File: config.mk
export PLATFORM = sky130hd
export DESIGN_NAME = pief_top
export DESIGN_NICKNAME = d
export VERILOG_FILES = /design/src/core/pief_pkg.sv /design/src/core/pief_flt_if.sv /design/src/core/pief_glitch_filter.sv /design/src/core/pief_top.sv
export VERILOG_INCLUDE_DIRS = /design/src /design/src/core
export SDC_FILE = /design/constraint.sdc
export NUM_CORES = 1
export LEC_CHECK = 0
export ABC_AREA = 1
export BUFFER_PORTS_ARGS = -buffer_cell sky130_fd_sc_hd__buf_2
export CAP_MARGIN = 20
export CORE_ASPECT_RATIO = 0.5
export CORE_MARGIN = 2
export CORE_UTILIZATION = 57
export CTS_CLUSTER_SIZE = 28
export DETAILED_ROUTE_END_ITERATION = 10
export PLACE_DENSITY = 0.81
export SYNTH_ARGS = -nofsm -noshare
export SYNTH_HDL_FRONTEND = slang
export SYNTH_SLANG_ARGS = --single-unit
File: constraint.sdc
create_clock -name sys_clk_in -period 2.4 [get_ports sys_clk_in]
set_input_delay 0.6 -clock sys_clk_in [delete_from_list [all_inputs] [get_ports sys_clk_in]]
set_output_delay 0.6 -clock sys_clk_in [all_outputs]
set_load 0.02 [all_outputs]
File: src/core/pief_cfg.svh
// Register map, field positions and reset values of the port input enable and filter select block.
// Assumes inclusion by bare name from the design files under core/.
`ifndef PIEF_CFG_SVH
`define PIEF_CFG_SVH

// ==========================================================
// Register offsets
`define PIEF_ADDR_W          16
`define PIEF_DATA_W          8
`define PIEF_OFS_P4_IN_EN    16'h30bb
`define PIEF_OFS_P5_IN_EN    16'h30bc
`define PIEF_OFS_FLT_SEL0    16'h30ec
`define PIEF_OFS_FLT_DIV     16'h30ef

// ==========================================================
// Reset values
`define PIEF_RST_P4_IN_EN    8'h00
`define PIEF_RST_P5_IN_EN    5'h00
`define PIEF_RST_FLT_SEL0    8'h00
`define PIEF_RST_FLT_DIV     8'h00
`define PIEF_RD_ZERO         8'h00

// ==========================================================
// Field positions
`define PIEF_P5_EN_HI        4
`define PIEF_FSEL_P1_LO      0
`define PIEF_FSEL_P2_LO      2
`define PIEF_FSEL_P3_LO      4
`define PIEF_FSEL_P4_LO      6
`define PIEF_DIV1_LO         0
`define PIEF_DIV1_HI         1
`define PIEF_DIV2_LO         2
`define PIEF_DIV2_HI         4
`define PIEF_DIV3_LO         5
`define PIEF_DIV3_HI         7

// ==========================================================
// Divider geometry
`define PIEF_DIV1_BASE       1
`define PIEF_DIV2_BASE       5
`define PIEF_BUS_CNT_W       12
`define PIEF_LPO_CNT_W       7
`define PIEF_PORT_CNT        4

`endif

File: src/core/pief_pkg.sv
// Types shared by the port input enable and filter select block.
// Assumes pief_cfg.svh is available on the include path.
package pief_pkg;

	// ==========================================================
	// Filter clock source of one port
	typedef enum logic [1:0] {
		PIEF_FSEL_BUS  = 2'h0,
		PIEF_FSEL_DIV1 = 2'h1,
		PIEF_FSEL_DIV2 = 2'h2,
		PIEF_FSEL_DIV3 = 2'h3
	} pief_fsel_type;

endpackage : pief_pkg

File: src/core/pief_flt_if.sv
// Interface between the top module and one port glitch filter.
// Assumes both ends run on the same bus clock.
`timescale 1ns/1ps
`default_nettype none

// ==========================================================
// Filter channel
interface pief_flt_if #(parameter int WIDTH = 8);
	logic             tick;   // Sample strobe of the selected filter clock
	logic [WIDTH-1:0] raw;    // Synchronised pin levels
	logic [WIDTH-1:0] en;     // Input path enables
	logic [WIDTH-1:0] filt;   // Filtered, enabled levels

	modport ctrl (output tick, output raw, output en, input filt);
	modport flt  (input tick, input raw, input en, output filt);
endinterface : pief_flt_if

`default_nettype wire

File: src/core/pief_glitch_filter.sv
// One port glitch filter: a level passes once seen on two consecutive filter ticks.
// Assumes raw is already synchronised to sys_clk_in.
`timescale 1ns/1ps
`default_nettype none

module pief_glitch_filter #(
	parameter int WIDTH = 8
) (
	// Clock and reset
	input  wire logic sys_clk_in,
	input  wire logic rst_n_in,
	// Channel
	pief_flt_if.flt   ch
);

	logic [WIDTH-1:0] last_reg;
	logic [WIDTH-1:0] stable_reg;

	// ==========================================================
	// Sample on each tick; accept only a level seen twice in a row
	always_ff @(posedge sys_clk_in or negedge rst_n_in) begin
		if (!rst_n_in) begin
			last_reg   <= '0;
			stable_reg <= '0;
		end else if (ch.tick) begin
			last_reg   <= ch.raw;
			stable_reg <= (ch.raw ~^ last_reg) & ch.raw | ~(ch.raw ~^ last_reg) & stable_reg;
		end
	end

	// ==========================================================
	// Disabled pins read as zero; output straight from a flop
	always_ff @(posedge sys_clk_in or negedge rst_n_in) begin
		if (!rst_n_in) begin
			ch.filt <= '0;
		end else begin
			ch.filt <= stable_reg & ch.en;
		end
	end

endmodule // pief_glitch_filter

`default_nettype wire

File: src/core/pief_top.sv
// Port input enables, filter clock selection and filter dividers, with a plain register port.
// Assumes a one-cycle strobe master on sys_clk_in; pins and the low-power oscillator are asynchronous.
`include "pief_cfg.svh"
`timescale 1ns/1ps
`default_nettype none

// Summary of operation
// Fourth port pin input path on when its enable bit is 1, off when 0.
// Fourth port enable register: eight read/write bits, bit n for pin n, reset 0.
// Fifth port enable register: read/write bits 4 to 0, 1 enables the pin.
// Fifth port enable bits 7 to 5 read zero; writes to them do nothing.
// Filter select bits 7-6 pick fourth port filter clock: bus, set 1, 2, 3.
// Filter select bits 5-4 pick third port filter clock, same encoding.
// Filter select bits 3-2 pick second port filter clock, same encoding.
// A two-bit field picks first port filter clock, 00 bus, 11 set 3.
// One select register serves four ports; all pins of a port share its clock.
// First port field is bits 1-0; all fields read/write, reset to bus clock.
// Filters drop pulses under one filter period, pass pulses over two periods.
// Divider set 1 gives bus clock over 2, 4, 8 or 16 from bits 1-0.
// Divider set 2 gives bus clock over 32 to 4096 from bits 4-2.
// Divider set 3 gives oscillator clock over 1 to 128 from bits 7-5.
module pief_top (
	// Clock and reset
	input  wire logic        sys_clk_in,
	input  wire logic        rst_n_in,
	// Register port
	input  wire logic [15:0] addr_in,
	input  wire logic [7:0]  wr_data_in,
	input  wire logic        wr_in,
	input  wire logic        rd_in,
	output logic      [7:0]  rd_data_out,
	// Low-power oscillator clock, sampled as a level
	input  wire logic        low_power_osc_clock_in,
	// Port pins
	input  wire logic [7:0]  first_port_pin_in,
	input  wire logic [7:0]  second_port_pin_in,
	input  wire logic [7:0]  third_port_pin_in,
	input  wire logic [7:0]  fourth_port_pin_in,
	input  wire logic [4:0]  fifth_port_pin_in,
	// Input path enables
	output logic      [7:0]  port4_in_en_out,
	output logic      [4:0]  port5_in_en_out,
	// Filtered port levels; fifth port gated by its enables but unfiltered
	output logic      [7:0]  first_port_filt_out,
	output logic      [7:0]  second_port_filt_out,
	output logic      [7:0]  third_port_filt_out,
	output logic      [7:0]  fourth_port_filt_out,
	output logic      [4:0]  fifth_port_in_out
);

	// ==========================================================
	// Declarations
	logic [7:0]                   port4_in_en_bit_reg;
	logic [`PIEF_P5_EN_HI:0]      port5_in_en_bit_reg;
	logic [7:0]                   flt_sel_reg;
	logic [7:0]                   flt_div_reg;
	logic [7:0]                   rd_data_next;
	logic [`PIEF_BUS_CNT_W-1:0]   bus_cnt_reg;
	logic [`PIEF_LPO_CNT_W-1:0]   lpo_cnt_reg;
	logic [2:0]                   lpo_sync_reg;
	logic                         lpo_edge;
	logic                         tick_div1;
	logic                         tick_div2;
	logic                         tick_div3;
	logic [7:0]                   pin_meta_reg [`PIEF_PORT_CNT];
	logic [7:0]                   pin_sync_reg [`PIEF_PORT_CNT];
	logic [4:0]                   p5_meta_reg;
	logic [4:0]                   p5_sync_reg;
	logic [7:0]                   pins_raw [`PIEF_PORT_CNT];
	logic [7:0]                   pins_en [`PIEF_PORT_CNT];
	logic [1:0]                   port_sel [`PIEF_PORT_CNT];

	pief_flt_if #(.WIDTH(8)) flt_ch [`PIEF_PORT_CNT] ();

	// ==========================================================
	// Functions
	// True when the counter low bits selected by the exponent are all ones
	function automatic logic count_wrap(input logic [`PIEF_BUS_CNT_W-1:0] cnt, input int unsigned exp_bits);
		logic [`PIEF_BUS_CNT_W-1:0] mask;
		mask = '0;
		for (int i = 0; i < `PIEF_BUS_CNT_W; i++) begin
			if (i < exp_bits) begin
				mask[i] = 1'b1;
			end
		end
		return &(cnt | ~mask);
	endfunction

	// Picks the sample strobe named by one select field
	function automatic logic pick_tick(input logic [1:0] sel, input logic t1, input logic t2, input logic t3);
		case (pief_pkg::pief_fsel_type'(sel))
			pief_pkg::PIEF_FSEL_BUS:  pick_tick = 1'b1;
			pief_pkg::PIEF_FSEL_DIV1: pick_tick = t1;
			pief_pkg::PIEF_FSEL_DIV2: pick_tick = t2;
			pief_pkg::PIEF_FSEL_DIV3: pick_tick = t3;
			default:                  pick_tick = 1'b1;
		endcase
	endfunction

	// ==========================================================
	// Register writes
	always_ff @(posedge sys_clk_in or negedge rst_n_in) begin
		if (!rst_n_in) begin
			port4_in_en_bit_reg <= `PIEF_RST_P4_IN_EN;
			port5_in_en_bit_reg <= `PIEF_RST_P5_IN_EN;
			flt_sel_reg         <= `PIEF_RST_FLT_SEL0;
			flt_div_reg         <= `PIEF_RST_FLT_DIV;
		end else if (wr_in) begin
			case (addr_in)
				`PIEF_OFS_P4_IN_EN: port4_in_en_bit_reg <= wr_data_in;
				`PIEF_OFS_P5_IN_EN: port5_in_en_bit_reg <= wr_data_in[`PIEF_P5_EN_HI:0];
				`PIEF_OFS_FLT_SEL0: flt_sel_reg <= wr_data_in;
				`PIEF_OFS_FLT_DIV:  flt_div_reg <= wr_data_in;
				default: begin
				end
			endcase
		end
	end

	// ==========================================================
	// Read mux; unmapped addresses read zero
	always_comb begin
		case (addr_in)
			`PIEF_OFS_P4_IN_EN: rd_data_next = port4_in_en_bit_reg;
			`PIEF_OFS_P5_IN_EN: rd_data_next = {3'h0, port5_in_en_bit_reg};
			`PIEF_OFS_FLT_SEL0: rd_data_next = flt_sel_reg;
			`PIEF_OFS_FLT_DIV:  rd_data_next = flt_div_reg;
			default:            rd_data_next = `PIEF_RD_ZERO;
		endcase
	end

	// Read data stand in the cycle after the strobe only
	always_ff @(posedge sys_clk_in or negedge rst_n_in) begin
		if (!rst_n_in) begin
			rd_data_out <= `PIEF_RD_ZERO;
		end else if (rd_in) begin
			rd_data_out <= rd_data_next;
		end else begin
			rd_data_out <= `PIEF_RD_ZERO;
		end
	end

	// ==========================================================
	// Enable outputs, straight from flops
	always_ff @(posedge sys_clk_in or negedge rst_n_in) begin
		if (!rst_n_in) begin
			port4_in_en_out <= `PIEF_RST_P4_IN_EN;
			port5_in_en_out <= `PIEF_RST_P5_IN_EN;
		end else begin
			port4_in_en_out <= port4_in_en_bit_reg;
			port5_in_en_out <= port5_in_en_bit_reg;
		end
	end

	// ==========================================================
	// Bus clock prescaler for divider sets 1 and 2
	always_ff @(posedge sys_clk_in or negedge rst_n_in) begin
		if (!rst_n_in) begin
			bus_cnt_reg <= '0;
		end else begin
			bus_cnt_reg <= bus_cnt_reg + 1'b1;
		end
	end

	assign tick_div1 = count_wrap(bus_cnt_reg,
		int'(flt_div_reg[`PIEF_DIV1_HI:`PIEF_DIV1_LO]) + `PIEF_DIV1_BASE);
	assign tick_div2 = count_wrap(bus_cnt_reg,
		int'(flt_div_reg[`PIEF_DIV2_HI:`PIEF_DIV2_LO]) + `PIEF_DIV2_BASE);

	// ==========================================================
	// Oscillator level synchroniser and edge counter for divider set 3
	always_ff @(posedge sys_clk_in or negedge rst_n_in) begin
		if (!rst_n_in) begin
			lpo_sync_reg <= '0;
		end else begin
			lpo_sync_reg <= {lpo_sync_reg[1:0], low_power_osc_clock_in};
		end
	end

	assign lpo_edge = lpo_sync_reg[1] & ~lpo_sync_reg[2];

	always_ff @(posedge sys_clk_in or negedge rst_n_in) begin
		if (!rst_n_in) begin
			lpo_cnt_reg <= '0;
		end else if (lpo_edge) begin
			lpo_cnt_reg <= lpo_cnt_reg + 1'b1;
		end
	end

	assign tick_div3 = lpo_edge & count_wrap({5'h00, lpo_cnt_reg},
		int'(flt_div_reg[`PIEF_DIV3_HI:`PIEF_DIV3_LO]));

	// ==========================================================
	// Pin synchronisers
	always_ff @(posedge sys_clk_in or negedge rst_n_in) begin
		if (!rst_n_in) begin
			for (int p = 0; p < `PIEF_PORT_CNT; p++) begin
				pin_meta_reg[p] <= '0;
				pin_sync_reg[p] <= '0;
			end
			p5_meta_reg <= '0;
			p5_sync_reg <= '0;
		end else begin
			pin_meta_reg[0] <= first_port_pin_in;
			pin_meta_reg[1] <= second_port_pin_in;
			pin_meta_reg[2] <= third_port_pin_in;
			pin_meta_reg[3] <= fourth_port_pin_in;
			for (int p = 0; p < `PIEF_PORT_CNT; p++) begin
				pin_sync_reg[p] <= pin_meta_reg[p];
			end
			p5_meta_reg <= fifth_port_pin_in;
			p5_sync_reg <= p5_meta_reg;
		end
	end

	// Fifth port passes unfiltered, gated by its enables
	always_ff @(posedge sys_clk_in or negedge rst_n_in) begin
		if (!rst_n_in) begin
			fifth_port_in_out <= '0;
		end else begin
			fifth_port_in_out <= p5_sync_reg & port5_in_en_bit_reg;
		end
	end

	// ==========================================================
	// Per-port select fields and enables
	assign port_sel[0] = flt_sel_reg[`PIEF_FSEL_P1_LO +: 2];
	assign port_sel[1] = flt_sel_reg[`PIEF_FSEL_P2_LO +: 2];
	assign port_sel[2] = flt_sel_reg[`PIEF_FSEL_P3_LO +: 2];
	assign port_sel[3] = flt_sel_reg[`PIEF_FSEL_P4_LO +: 2];
	assign pins_en[0]  = 8'hff;
	assign pins_en[1]  = 8'hff;
	assign pins_en[2]  = 8'hff;
	assign pins_en[3]  = port4_in_en_bit_reg;

	// ==========================================================
	// One filter per port; the whole port shares one tick
	for (genvar g = 0; g < `PIEF_PORT_CNT; g++) begin : g_port
		assign flt_ch[g].tick = pick_tick(port_sel[g], tick_div1, tick_div2, tick_div3);
		assign flt_ch[g].raw  = pin_sync_reg[g];
		assign flt_ch[g].en   = pins_en[g];
		assign pins_raw[g]    = flt_ch[g].filt;

		pief_glitch_filter #(
			.WIDTH (8)
		) u_filter (
			.sys_clk_in (sys_clk_in),
			.rst_n_in   (rst_n_in),
			.ch         (flt_ch[g])
		);
	end

	// Filter outputs are flop outputs of the filters
	assign first_port_filt_out  = pins_raw[0];
	assign second_port_filt_out = pins_raw[1];
	assign third_port_filt_out  = pins_raw[2];
	assign fourth_port_filt_out = pins_raw[3];

endmodule // pief_top

`default_nettype wire

==> results by group, run 1 <==
GRT
  – Vias in the first global route: 5966
  – Largest net degree at the start of global routing: 53
  – Overall routing resource usage: 20.3%
  – Most used routing layer: met2
  – Met2 usage: 34.6%
  – Initial antenna violation count: 1
  – Met1 usage: 26.9%
  – First-pass GRT wire length: 27900 um
  – Grt ovf: 0
  – GR Util met3: 4.26%

Clock network
  – Clk pin slew, worst setup/hold paths: 0.07 ns
  – CTS Buf Count: 21
  – Clock sinks: 247
  – Longest Clk Path Bufs: 3
  – PostCTS Resize Cnt: 0
  – CTS Hold Bufs: 0
  – H-Tree Depth: 1
  – CTS tree: done
  – Worst skew pair latency: 0.50 ns
  – CTS root buf: clkbuf_16
  – Setup Buffers After CTS: 0

Floorplanning
  – # rows: 32
  – I/O pin count: 124
  – Die H: 94.2 um
  – Die Area: 17400 um2
  – Initial Util: 59.3%
  – Die X: 184 um
  – CORE AREA: 15700 um2

Cells and area
  – Reg area: 6180 um2
  – Multi-input gate area: 2590 um2
  – Ant diodes: 0
  – Ratio of cells with drive above 1 in the final layout: 20.5%
  – Syn-to-layout area delta: 16.8%
  – Filler cell count in the final layout: 1109
  – Fin nets: 1070
  – Design area: 10800 um2

Critical path
  – Worst endpoint data arrival time: 2.58 ns
  – Worst Path Max Fanout: 32
  – Critical path class: register to register
  – Startpoint types: register
  – CP endpoint kind: register
  – WP data required: 2.79 ns

Timing
  – Relative slew slack: 70.6%
  – Clock Skew: 0.0153 ns
  – Slew Viols, Final: 0
  – Fin crit share: 91.4%
  – Worst Tran Pin Value: 0.440 ns
  – Final Hold Fails: 0
  – Tmin final: 2.19 ns
  – Worst setup margin: 0.206 ns
  – Unrepaired setup endpoints after global routing: no
  – Hold Slack: 0.0124 ns
  – Sum Neg Setup Slack: 0 ns
  – Setup-failing EPs final: 0
  – Highest achievable clock rate: 0.456 GHz

Logic synthesis
  – Post-synth EDFFs: 0
  – Post-Syn Nets: 929
  – Ranking of synthesized cells by instance count: dfrtp_1, nand2_1, inv_1
  – Top-area cell type share of the netlist area: 66.6%
  – Mapped Area: 9280 um2
  – Post-Syn Instances: 855
  – Yosys warning total: 0
  – Top_reg_cell synth: dfrtp_1
  – Synth top area cells: dfrtp_1, nand2_1, inv_1
  – Avg Cell Area, Syn: 10.9 um2
  – Synth cell types: 32
  – #FFs+latches synth: 247
  – Register area share after synthesis: 66.6%
  – Ys async rst share: 100%
  – Post-synth top area cell: dfrtp_1
  – Count leader, synth: dfrtp_1

Routing
  – Routed vias: 6027
  – Remaining antenna violation count after routing: 0
  – Initial drt markers: 317
  – Vias per inst: 4.89
  – TritonRoute pass-1 iters: 5
  – WL final: 16800 um
  – WL/cell: 13.6 um
  – # DRC: 0

Place
  – Detailed placement HPWL: 11400 um
  – Dpl cell area: 10200 um2
  – Gpl congestion: 0.853
  – Post-Place Setup Slack: 0.238 ns
  – Number of I/O port buffers: 123

Power and ir drop
  – Peak VDD IR: 530 uV
  – LEAKAGE: 5.76 nW
  – PwrDens: 781 nW/um2
  – Power, Total: 8.47 mW

Job
  – Maxcap violations: 0

Status
  – Status: finished, final reports clean

Worst hold path
  – Worst min-delay path category: input port to async pin
final timing paths:
| check | from | end | slack [ns] | cells past startpoint |
|---|---|---|---|---|
| worst max-delay path | flt_div_reg[2] | register | 0.21 | 12 |
| worst min-delay path | rst_n_in | g_port[0].u_filter.ch.filt[3] | 0.01 | 1 |
| worst max register to register | flt_div_reg[2] | register | 0.21 | 12 |
| worst min register to register | lpo_sync_reg[0] | lpo_sync_reg[1] | 0.34 | 0 |
| max in group asynchronous | rst_n_in | flt_ch[1].raw[1] | 1.73 | 2 |
| min in group sys_clk_in | third_port_pin_in[6] | pin_meta_reg[14] | 0.20 | 1 |
cells in the final DEF (no fill, tap or decap), types with 2 or more instances in the layout:
cell type and n:
nor3_1 4, nand3_1 48, nand3_2 6, nand2_1 234, nor3_4 2, buf_12 3
ha_1 8, xor2_1 14, inv_2 2, o21ai_1 7, buf_4 9, clkbuf_1 5
nand4_1 13, nor2_2 2, dfrtp_1 247, clkinvlp_4 2, xnor2_1 34, buf_2 122
clkbuf_16 21, nand2_2 3, a21oi_1 3, clkbuf_8 5, inv_1 93, o21ai_0 41
clkinv_2 2, o21ai_2 16, nor2_1 46, nand3b_1 6
routing by layer:
layer  wire length [um]  share of wire, %
met2               8300                49
met5                  0                 0
met4                285               1.7
met1               7400                44
met3                814               4.8
per-stage QoR:
stage,std cells,utilization [%]
5_1_grt,1232,69.2
3_5_place_dp,1194,64.9
6_report,1232,69.2
2_1_floorplan,855,-
4_1_cts,1232,69.2
3_3_place_gp,1194,64.9
area by class of cell:
class                           count  area share, %
Tap cell                          221           2.55
Clock inverter                      7          0.670
Clock buffer                       31           5.66
Sequential cell                   247           57.0
Timing Repair Buffer              135           6.95
Inverter                           95           3.29
Multi-Input combinational cell    496           23.9
kinds of logic (layout without fill, tap and decap cells):
logic type / Yosys count / in the layout / synth area share (%)
buffers and inverters: 112 / 268 / 5.57
and+or+nand+nor: 371 / 371 / 17.8
DFF: 247 / 247 / 66.6
xor gates and xnor gates: 48 / 48 / 4.53
adders and majority gates: 8 / 8 / 1.08
AOI/OAI and AO/OA: 69 / 69 / 4.43
worst max-delay path, stage by stage (launching register included):
cell and delay, ns:
dfrtp_1 0.42, inv_1 0.06, ha_1 0.28, inv_1 0.06
nand2_1 0.06, nand4_1 0.10, a21oi_2 0.30, nand3_1 0.15
nand3_2 0.11, buf_4 0.28, nand2_1 0.11, nand2_1 0.10
nand2_1 0.05
where the power goes:
part           internal (mW)  total, mW  switching, mW
combinational          0.221      0.559          0.339
sequential              4.40       4.55          0.146
clock                   1.89       3.36           1.47
Power figures use the tool's default switching activity.
==> run 2, diff against run 1 <==
--- a/config.mk
+++ b/config.mk
@@ -15,6 +15,7 @@
 export CTS_CLUSTER_SIZE = 28
 export DETAILED_ROUTE_END_ITERATION = 10
 export PLACE_DENSITY = 0.81
+export REMOVE_ABC_BUFFERS = 1
 export SYNTH_ARGS = -nofsm -noshare
 export SYNTH_HDL_FRONTEND = slang
 export SYNTH_SLANG_ARGS = --single-unit
==> run 2 against run 1 <==
Design area is the same. Global-route usage is 0.52 points higher. Fmax up 5.7%. Die area unchanged. Sequential share of layout area is the same. Via count increased by 0.40%. Non-clock buffer count is 1 lower. Clock power barely moved. Critical path type unchanged. Largest cell class unchanged. Largest power group unchanged.
==> results by group, run 2 (synthesis gave the netlist of run 1 again) <==
Clock network
  – CTS root buf: clkbuf_16
  – CTS Hold Bufs: 0
  – PostCTS Resize Cnt: 0
  – Longest Clk Path Bufs: 3
  – Setup Buffers After CTS: 0
  – Worst skew pair latency: 0.51 ns
  – Clk pin slew, worst setup/hold paths: 0.07 ns
  – H-Tree Depth: 1
  – CTS tree: done
  – CTS Buf Count: 21
  – Clock sinks: 247

Timing
  – Setup-failing EPs final: 0
  – Unrepaired setup endpoints after global routing: no
  – Sum Neg Setup Slack: 0 ns
  – Final Hold Fails: 0
  – Highest achievable clock rate: 0.481 GHz
  – Relative slew slack: 69.6%
  – Clock Skew: 0.0216 ns
  – Tmin final: 2.08 ns
  – Slew Viols, Final: 0
  – Fin crit share: 86.5%
  – Worst Tran Pin Value: 0.454 ns

GRT
  – Overall routing resource usage: 20.8%
  – Largest net degree at the start of global routing: 62
  – Initial antenna violation count: 0
  – Grt ovf: 0
  – First-pass GRT wire length: 28600 um
  – Vias in the first global route: 6025

Power and ir drop
  – Clk pwr share: 39.9%
  – Seq pwr share: 53.5%
  – Switching power: 1.97 mW
  – PwrDens: 784 nW/um2
  – Cell Int Power: 6.53 mW
  – Switch share: 23.1%
  – Logic pwr share: 6.5%
  – LEAKAGE: 5.76 nW
  – Peak VDD IR: 564 uV

Cells and area
  – Ratio of cells with drive above 1 in the final layout: 20.6%
  – Ant diodes: 0
  – Fin nets: 1069
  – Layout Cells excl Fill: 1230
  – Syn-to-layout area delta: 16.8%
  – Filler cell count in the final layout: 1149
  – Commonest non-fill, non-tap cells in the layout: dfrtp_1, nand2_1, buf_2
  – Most common cell after layout, fill and taps aside: dfrtp_1

Routing
  – # DRC: 0
  – Initial drt markers: 472
  – WL/cell: 13.8 um
  – WL final: 16900 um
  – TritonRoute pass-1 iters: 5
  – Remaining antenna violation count after routing: 0
  – Routed vias: 6051
  – Vias per inst: 4.92

Critical path
  – Worst Path Max Fanout: 32
  – Reg2Reg Depth: 13
  – Worst r2r src: flt_div_reg[1]
  – Worst reg2reg setup slack: 0.32 ns
  – Startpoint types: register
  – CP endpoint kind: register
  – WP data required: 2.79 ns
  – Worst endpoint data arrival time: 2.47 ns
  – Critical path class: register to register

Floorplanning
  – Die H: 94.2 um
  – # rows: 32
  – Die X: 184 um
  – I/O pin count: 124
  – CORE AREA: 15700 um2
  – Initial Util: 59.3%
  – Die Area: 17400 um2

Status
  – Status: finished, final reports clean

Place
  – Inst Count DP: 1193
  – Gpl congestion: 0.904
  – Detailed placement HPWL: 11300 um
  – Number of I/O port buffers: 123

Job
  – Maxcap violations: 0

Worst hold path
  – Worst min-delay path category: input port to async pin
## run 2: cell count changes in the layout (fill, tap and decap cells not counted)
cell and delta:
clkinv_2 +1, buf_4 -1, clkbuf_8 +1, clkbuf_1 -3
## run 2: area by class of cell
class	count	area, um2	area share (%)
clock buffer	29	616	5.68
clock inverter	8	77.6	0.716
inverter	95	357	3.29
multi-input combinational	496	2590	23.9
sequential	247	6180	57.0
tap	221	277	2.55
timing repair buffer	134	746	6.88
## run 2: worst max path at each step
stage	depth (start not counted)	from	to
finish	13	flt_div_reg[1]	register
global route	14	flt_div_reg[1]	register
CTS	13	flt_div_reg[1]	register
detailed placement	9	addr_in[8]	flt_div_reg[7]
global placement	9	addr_in[8]	flt_div_reg[6]
floorplan	8	addr_in[8]	flt_div_reg[0]
## run 2: worst max-delay path: stages (launching register included)
cell	delay, ns
dfrtp_1	0.48
inv_1	0.10
ha_1	0.30
nand2_1	0.08
nor3_1	0.04
nor2_1	0.11
nand2_1	0.11
nand2_1	0.08
nand2_1	0.05
nand3_2	0.07
buf_4	0.29
nand2_1	0.09
nand2_1	0.07
nand2_1	0.06
## run 2: routing by layer
layer	routed length, um	global-route usage [%]	vias to the layer above
met3	826	3.99	37
met2	8410	35.5	147
li1	-	-	2948
met4	369	5.93	0
met5	0	0	-
met1	7330	27.6	2919
## run 2: power groups by stage
stage | clock (mW) | combinational [mW] | sequential (mW)
after CTS | 3.48 | 0.570 | 4.55
final | 3.39 | 0.556 | 4.55
after detailed placement | 0 | 0.565 | 4.62
after global placement | 0 | 0.533 | 4.61
after floorplan | 0 | 0.246 | 4.65
after global routing | 3.67 | 0.634 | 4.57
## run 2: per-stage QoR
stage | area [um2] | setup WS, ns | hold slack, ns | total power, mW | util (%)
after floorplan | 9120 | 0.330 | 0.304 | 4.90 | -
after global placement | 10100 | 0.353 | 0.332 | 5.14 | 64.8
after detailed placement | 10100 | 0.283 | 0.335 | 5.19 | 64.8
after CTS | 10800 | 0.317 | 0.0223 | 8.60 | 69.2
after global routing | 10800 | 0.0215 | 0.0274 | 8.88 | 69.2
final | 10800 | 0.323 | 0.0107 | 8.50 | 69.2
